File: src/include/supply_seq_map.svh
// Purpose: Offsets, field positions, reset values of the supply sequencer.
// Assumes: 10-bit global addresses from the die-to-die port.
// Notes: Every register is one byte wide.
`ifndef SUPPLY_SEQ_MAP_SVH
`define SUPPLY_SEQ_MAP_SVH

// Window bases for blocking and non-blocking accesses.
`define SUP_BASE_BLK 10'h200
`define SUP_BASE_NBLK 10'h300
`define SUP_WIN_SIZE 10'h100

// Register offsets inside either window.
`define SUP_OFS_IRQ_EN 8'h12
`define SUP_OFS_STATUS 8'h13
`define SUP_OFS_FLAGS 8'h14

// Field positions shared by enable, status and flag registers.
`define SUP_BIT_BATT_LOW 0
`define SUP_BIT_MAIN_LOW 1
`define SUP_BIT_DRV_HIGH 2
`define SUP_BIT_HOT_REG 3
`define SUP_BIT_OVERVOLT 4
`define SUP_BIT_CORE_UV 5
`define SUP_BIT_IO_UV 6

// Reset values.
`define SUP_IRQ_EN_RST 5'h00
`define SUP_RDATA_RST 8'h00

`endif

File: src/include/supply_seq_pkg.sv
// Purpose: Types shared by the supply sequencer files.
// Assumes: Offsets and fields live in supply_seq_map.svh.
// Notes: Warning structs are packed with bit 4 first, bit 0 last.
package supply_seq_pkg;

    // Five supply warnings in register bit order, bit 4 down to bit 0.
    typedef struct packed {
        logic reg_overvolt;
        logic hot_regulator;
        logic driver_supply_high;
        logic main_supply_low;
        logic battery_low;
    } warn_t;

    // One register access from the die-to-die port.
    typedef struct packed {
        logic rd;
        logic wr;
        logic [9:0] addr;
        logic [7:0] wdata;
    } d2d_req_t;

    // Power sequencer states, one-hot.
    typedef enum logic [2:0] {
        SEQ_OFF = 3'b001,
        SEQ_RAMP = 3'b010,
        SEQ_RUN = 3'b100
    } seq_state_t;

endpackage

File: src/verilog/supply_monitor_sequencer.sv
// Purpose: Core regulator sequencing, MCU reset and supply warning IRQ.
// Assumes: All inputs are synchronous to clk; 100 MHz clock.
// Notes: Registers are reached over the die-to-die port.
// Notes on behaviour
// - Enable bit 4 gates regulator over-voltage interrupt.
// - Enable bit 3 gates high-temperature interrupt.
// - Enable bit 2 gates driver supply high interrupt.
// - Enable bit 1 gates main supply low interrupt.
// - Enable bit 0 gates battery low interrupt.
// - Core regulator waits for I/O rail valid.
// - MCU reset held until core rail valid.
// - I/O rail low disables and discharges core.
// - Same power-down event asserts MCU reset.
// - Registers decoded above 0x200 and 0x300.
// - Five separate supply warning events.
// - Separate core and I/O undervoltage conditions.
// - Status read clears pending warning flags.
`timescale 1ns/10ps
`include "supply_seq_map.svh"
module supply_monitor_sequencer (
    input wire logic clk,
    input wire logic rst_n,
    input supply_seq_pkg::d2d_req_t die_to_die_port,
    output logic [7:0] rdata_q,
    input supply_seq_pkg::warn_t warn_cond,
    input wire logic core_undervoltage_reset,
    input wire logic io_undervoltage_reset,
    output logic core_reg_en_q,
    output logic core_discharge_q,
    output logic mcu_reset_n_q,
    output logic supply_irq_q
);
    import supply_seq_pkg::*;

    // Sequencer state and its next value.
    seq_state_t state_q, state_d;
    // Next values of the regulator and reset outputs.
    logic core_en_d, discharge_d, reset_n_d;

    // Power sequencing: the core rail only ever runs while the I/O rail
    // is valid, so the MCU never sees a core rail above its own POR
    // level with a dead reset circuit.
    always_comb begin
        state_d = state_q;
        unique case (state_q)
            SEQ_OFF: begin
                // Hold the core off until the I/O rail is valid.
                if (!io_undervoltage_reset) begin
                    state_d = SEQ_RAMP;
                end
            end
            SEQ_RAMP: begin
                // I/O collapse wins over the core reaching its level.
                if (io_undervoltage_reset) begin
                    state_d = SEQ_OFF;
                end else if (!core_undervoltage_reset) begin
                    state_d = SEQ_RUN;
                end
            end
            SEQ_RUN: begin
                // Power-down: drop the core and reset the MCU together.
                if (io_undervoltage_reset) begin
                    state_d = SEQ_OFF;
                end
            end
            default: begin
                // An illegal code falls back to the safe state.
                state_d = SEQ_OFF;
            end
        endcase
        core_en_d = (state_d != SEQ_OFF);
        discharge_d = (state_d == SEQ_OFF);
        reset_n_d = (state_d == SEQ_RUN);
    end

    // Register state and outputs together so they change on one edge.
    always_ff @(posedge clk) begin
        if (!rst_n) begin
            state_q <= SEQ_OFF;
            core_reg_en_q <= 1'b0;
            core_discharge_q <= 1'b1;
            mcu_reset_n_q <= 1'b0;
        end else begin
            state_q <= state_d;
            core_reg_en_q <= core_en_d;
            core_discharge_q <= discharge_d;
            mcu_reset_n_q <= reset_n_d;
        end
    end

    // Address decode: both windows reach the same registers.
    logic hit_blk, hit_nblk, hit;
    logic [9:0] ofs_full;
    logic [7:0] ofs;
    always_comb begin
        hit_blk = (die_to_die_port.addr >= `SUP_BASE_BLK) &&
                  (die_to_die_port.addr < `SUP_BASE_BLK + `SUP_WIN_SIZE);
        // The upper window ends at the top of the address space, so its
        // bound is formed one bit wider; at ten bits it would wrap to zero.
        hit_nblk = (die_to_die_port.addr >= `SUP_BASE_NBLK) &&
                   ({1'b0, die_to_die_port.addr} <
                    ({1'b0, `SUP_BASE_NBLK} + {1'b0, `SUP_WIN_SIZE}));
        hit = hit_blk | hit_nblk;
        ofs_full = die_to_die_port.addr -
                   (hit_nblk ? `SUP_BASE_NBLK : `SUP_BASE_BLK);
        ofs = ofs_full[7:0];
    end

    // Enable register and read data.
    logic [4:0] irq_en_q, irq_en_d;
    logic [7:0] rdata_d;
    logic status_rd;
    warn_t flags;
    logic [6:0] status_now;

    // Live conditions; the two undervoltage bits stay apart.
    always_comb begin
        status_now = {io_undervoltage_reset, core_undervoltage_reset,
                      warn_cond};
    end

    // Writes update the enable; reads latch the addressed byte.
    always_comb begin
        irq_en_d = irq_en_q;
        rdata_d = rdata_q;
        status_rd = 1'b0;
        if (die_to_die_port.wr && hit && ofs == `SUP_OFS_IRQ_EN) begin
            irq_en_d = die_to_die_port.wdata[4:0];
        end
        if (die_to_die_port.rd) begin
            // Unmapped offsets read as zero.
            rdata_d = `SUP_RDATA_RST;
            if (hit && ofs == `SUP_OFS_IRQ_EN) begin
                rdata_d = {3'h0, irq_en_q};
            end else if (hit && ofs == `SUP_OFS_STATUS) begin
                rdata_d = {1'b0, status_now};
                status_rd = 1'b1;
            end else if (hit && ofs == `SUP_OFS_FLAGS) begin
                rdata_d = {3'h0, flags};
            end
        end
    end

    // Register the enable byte and the read data.
    always_ff @(posedge clk) begin
        if (!rst_n) begin
            irq_en_q <= `SUP_IRQ_EN_RST;
            rdata_q <= `SUP_RDATA_RST;
        end else begin
            irq_en_q <= irq_en_d;
            rdata_q <= rdata_d;
        end
    end

    // A warning raises its event on the rising edge of its condition,
    // so a condition that stays present does not refill after a clear.
    warn_t cond_q, rise;
    always_comb begin
        rise = warn_cond & ~cond_q;
    end

    // Remember each condition for edge detection.
    always_ff @(posedge clk) begin
        if (!rst_n) begin
            cond_q <= '0;
        end else begin
            cond_q <= warn_cond;
        end
    end

    // Pending flags; a status read clears, a fresh event wins.
    sticky_flags #(
        .N(5)
    ) u_flags (
        .clk(clk),
        .rst_n(rst_n),
        .set_i(rise),
        .clr_i(status_rd),
        .flags_q(flags)
    );

    // Interrupt gating: each flag only counts with its enable bit.
    logic irq_d;
    always_comb begin
        irq_d = (flags.reg_overvolt & irq_en_q[`SUP_BIT_OVERVOLT]) |
            (flags.hot_regulator & irq_en_q[`SUP_BIT_HOT_REG]) |
            (flags.driver_supply_high & irq_en_q[`SUP_BIT_DRV_HIGH]) |
            (flags.main_supply_low & irq_en_q[`SUP_BIT_MAIN_LOW]) |
            (flags.battery_low & irq_en_q[`SUP_BIT_BATT_LOW]);
    end

    // The request is registered so the port comes from a flip-flop.
    always_ff @(posedge clk) begin
        if (!rst_n) begin
            supply_irq_q <= 1'b0;
        end else begin
            supply_irq_q <= irq_d;
        end
    end
endmodule

File: src/verilog/sticky_flags.sv
// Purpose: Bank of sticky event flags with a common clear.
// Assumes: Set and clear are one-cycle pulses on clk.
// Notes: A set in the cycle of a clear wins, so no event is lost.
`timescale 1ns/10ps
module sticky_flags #(
    parameter int N = 5
) (
    input wire logic clk,
    input wire logic rst_n,
    input wire logic [N-1:0] set_i,
    input wire logic clr_i,
    output logic [N-1:0] flags_q
);

    // Next value of every flag.
    logic [N-1:0] flags_d;

    // Each flag is kept alone so a clear never hides a fresh event.
    for (genvar i = 0; i < N; i++) begin : g_flag
        always_comb begin
            flags_d[i] = set_i[i] | (flags_q[i] & ~clr_i);
        end
    end

    // Register the flags; reset leaves nothing pending.
    always_ff @(posedge clk) begin
        if (!rst_n) begin
            flags_q <= '0;
        end else begin
            flags_q <= flags_d;
        end
    end

endmodule

File: config.mk
export PLATFORM = sky130hd
export DESIGN_NAME = supply_monitor_sequencer
export DESIGN_NICKNAME = d
export VERILOG_FILES = /design/src/include/supply_seq_pkg.sv /design/src/verilog/supply_monitor_sequencer.sv /design/src/verilog/sticky_flags.sv
export VERILOG_INCLUDE_DIRS = /design/src /design/src/include
export SDC_FILE = /design/constraint.sdc
export NUM_CORES = 1
export LEC_CHECK = 0
export BUFFER_PORTS_ARGS = -buffer_cell sky130_fd_sc_hd__buf_2
export CORE_MARGIN = 1
export CORE_UTILIZATION = 50
export CTS_CLUSTER_SIZE = 30
export DETAILED_ROUTE_END_ITERATION = 8
export MAX_ROUTING_LAYER = met4
export PLACE_DENSITY = 0.82
export SLEW_MARGIN = 40
export SYNTH_ARGS = -nofsm -noshare
export SYNTH_HDL_FRONTEND = slang
export SYNTH_SLANG_ARGS = --single-unit
File: constraint.sdc
create_clock -name clk -period 3.1 [get_ports clk]
set_clock_uncertainty 0.15 [all_clocks]
set_input_delay 0.465 -clock clk [delete_from_list [all_inputs] [get_ports clk]]
set_output_delay 0.465 -clock clk [all_outputs]
set_load 0.01 [all_outputs]
==> results summary <==
After detailed routing, the number of vias per cell comes to 5.505. The detailed router finished its first iteration with 19 violations. The synthesized flop and latch total came out at 29. The number of hold buffers added after CTS is 0. The final-report max-slew violation count is 0. After clock tree synthesis, the repair step resized 0 gates. In this run, the combinational gates consume 9.9% of the power. The net count after synthesis is 161. After routing the design area is 1459 um2.

The routability-driven placement congestion ratio is 0.8683. Setup violations remaining at the end of the flow were counted as 0. After synthesis, the cell types taking the most area are sky130_fd_sc_hd__dfxtp_1, sky130_fd_sc_hd__nand2_1, sky130_fd_sc_hd__mux2i_1, sky130_fd_sc_hd__nand3b_1, sky130_fd_sc_hd__a22oi_1. Clock-pin slew was measured on the worst setup and hold paths at 0.08 ns. A synthesized cell averages 9.251 um2.

The number of flops mapped to enable cells by yosys came out at 0. The share of synthesized flip-flops with an asynchronous set or reset is 0%. The via count of the first global-routing pass came to 961.

The maximum buffer depth of the clock tree came out at 2. The sequential power share came out at 57.6%. The post-route netlist has 26.79% of its cells at a drive strength greater than 1.

The number of standard cells after synthesis came out at 132. In this run the cell area measured after placement is 1404 um2. In this run the most critical hold path is launched from die_to_die_port[1]. The post-detailed-route count of antenna-violating nets is 0. The clock tree synthesis step divided the H-tree into 2 levels.

The floorplan step set the die height to 51.42 um. The post-route fraction of the period consumed by the critical path came out at 55.60%. STA classifies the critical path endpoint as a flop. The effective utilization at floorplan is 54.16%. The x dimension of the die came out at 51.42 um. The switching share of power is 23.72%. The final route contains 1079 vias. The area enclosed by the die boundary is 2644 um2.

For the worst setup path, the data required time is 3.12 ns. The post-synthesis to final-layout area growth is 19.47%. The commonest non-fill, non-tap cell in the layout is sky130_fd_sc_hd__buf_2. In this run the cell area of the synthesized design comes to 1221 um2.

The fmax came out at 580.2 MHz. The remaining max-slew budget at the tightest pin came out at 51.42%. CTS saw 29 sinks. The initial antenna violation count came out at 0. The final HPWL from detailed placement is 1903 um. The worst setup path is launched from an input pin. The number of optimization iterations in the first detailed-route pass came out at 4.

The power per standard cell area is 470.9 nW/um2. Hold is met by 0.2313 ns. The path category of the worst min-delay check is input pin to flop. The critical path launch point is die_to_die_port[15]. In the synthesized netlist the dominant register cell turns out to be sky130_fd_sc_hd__dfxtp_1. The cell type with the highest aggregate area in the netlist is sky130_fd_sc_hd__dfxtp_1. The portion of synthesized cell area occupied by the leading cell type is 47.54%. The number of top-level design ports came out at 41.

The proportion of synthesized chip area in sequential cells is 47.54%. The run finished with clean final reports. Buffers placed on the I/O ports in this run total 35. The arrival time at the worst endpoint is 1.74 ns. After detailed routing, the number of remaining DRC violations is 0. The routed design has 2521 um of wire.

In the layout the commonest cells are sky130_fd_sc_hd__buf_2, sky130_fd_sc_hd__dfxtp_1, sky130_fd_sc_hd__nand2_1, sky130_fd_sc_hd__nand3b_1. The number of max-cap violations came out at 0. The minimum period implied by the final worst setup slack is 1.724 ns. The slew at the pin with the worst max-slew slack is 0.7221 ns.

The final count of hold timing violations came to 0. The setup path with the least slack is of type input pin to flop. The number of inserted diodes came out at 0. The total global routing track utilization came out at 22.75%. TritonCTS built the clock tree. The total of warnings raised by yosys came out at 0. The wire length of the first global-routing pass is 4071 um. The tree is rooted in a sky130_fd_sc_hd__clkbuf_4. The number of rows created at floorplan is 17. The count of nets after finishing is 197.

The clock group share of total power came out at 32.5%. IR analysis of the VDD net gives a maximum drop of 0.0003481 V. The leakage power is 0.6100 nW. The core region area is 2255 um2. The number of distinct standard cells referenced by the synthesized netlist came out at 31. Setup repair after global routing left no endpoint under its margin. The clock latency of the later-clocked register in the worst-skew pair is 0.32 ns. The per-cell routed wire length is 12.86 um.

The internal portion of the total power is 524.0 uW. In this run the post-CTS setup repair buffer count came out at 0. The biggest fanout along the worst timing path came out at 5.

The pin count of the biggest net entering global routing came out at 37. For this design the total switching power over the nets is 163.0 uW. TritonCTS created 5 clock buffers. After global routing the overflow that remains totals 0. For the final routed database, the setup TNS stands at 0 ns. The worst register-to-register path begins at state_q[1]$_SDFF_PN0_.
[cells in the mapped netlist, drive strengths merged (3+ instances only)]
library cell and number:
inv 3, clkbuf 4, a22oi 6, o41ai 5, nor2 6, and2 5
nor2b 3, nor3 3, nand3b 7, nand2b 6, nand3 5, o21ai 6
nand2 18, dfxtp 29, mux2i 6, nor4 3
[kinds of logic (layout without fill, tap and decap cells)]
family                 Yosys count  in the layout  synth area share [%]
flip-flops                      29             29                 47.54
other                            1              1                0.3071
buffers and inverters            9             45                 3.176
XOR/XNOR                         1              1                0.7173
multiplexers                     6              6                 4.918
AND/OR/NAND/NOR                 62             62                 28.89
AO/OA/AOI/OAI                   24             24                 14.45
[critical path: stages]
cell and delay [ns]:
sky130_fd_sc_hd__buf_2 0.09, sky130_fd_sc_hd__or2_0 0.30, sky130_fd_sc_hd__nor4_1 0.67, sky130_fd_sc_hd__o21ai_0 0.21
[state kept, by name, summed over array words and instances, names as in the netlist]
name              cells
core_reg_en_q         1
rdata_q               7
cond_q                5
irq_en_q              5
state_q               3
supply_irq_q          1
mcu_reset_n_q         1
core_discharge_q      1
u_flags.flags_q       5
[path summary, 6_finish.rpt]
kind / to / slack, ns / depth (start not counted)
setup / recovery: u_flags.flags_q[4]$_SDFF_PN0_ / 1.38 / 4
hold reg to reg: u_flags.flags_q[0]$_SDFF_PN0_ / 0.34 / 2
hold / removal: irq_en_q[1]$_SDFFE_PN0P_ / 0.23 / 3
setup reg to reg: state_q[1]$_SDFF_PN0_ / 1.69 / 3
[area by class of cell]
| class | count | area (um2) |
|---|---|---|
| Multi-Input combinational cell | 94 | 601.8 |
| Timing Repair Buffer | 35 | 175.2 |
| Sequential cell | 29 | 580.6 |
| Fill cell | 197 | 795.8 |
| Tap cell | 28 | 35.03 |
| Clock buffer | 7 | 55.05 |
| Inverter | 3 | 11.26 |
[metal layers]
metal | track usage, % | vias up | part of all wire (%)
li1 | - | 542 | -
met1 | 25.50 | 499 | 46
met2 | 34.63 | 33 | 47
met3 | 8.929 | 5 | 5.5
met4 | 12.16 | 0 | 2.0
met5 | - | - | 0
[power groups by stage]
stage | combinational (mW) | sequential (mW) | clock (mW)
floorplan | 0.0399 | 0.403 | 0
global placement | 0.0640 | 0.403 | 0
detailed placement | 0.0675 | 0.405 | 0
CTS | 0.0678 | 0.396 | 0.234
global route | 0.0754 | 0.398 | 0.248
finish | 0.0679 | 0.396 | 0.223
[per-stage QoR]
step	std cells	power, mW	setup slack (ns)	utilization [%]
3_5_place_dp	189	0.4720	1.061	62.26
5_1_grt	196	0.7216	1.306	64.71
3_3_place_gp	189	0.4674	1.154	62.26
6_report	196	0.6870	1.376	64.71
2_1_floorplan	132	0.4432	1.450	-
4_1_cts	196	0.6977	1.412	64.71
Power figures use the tool's default switching activity.
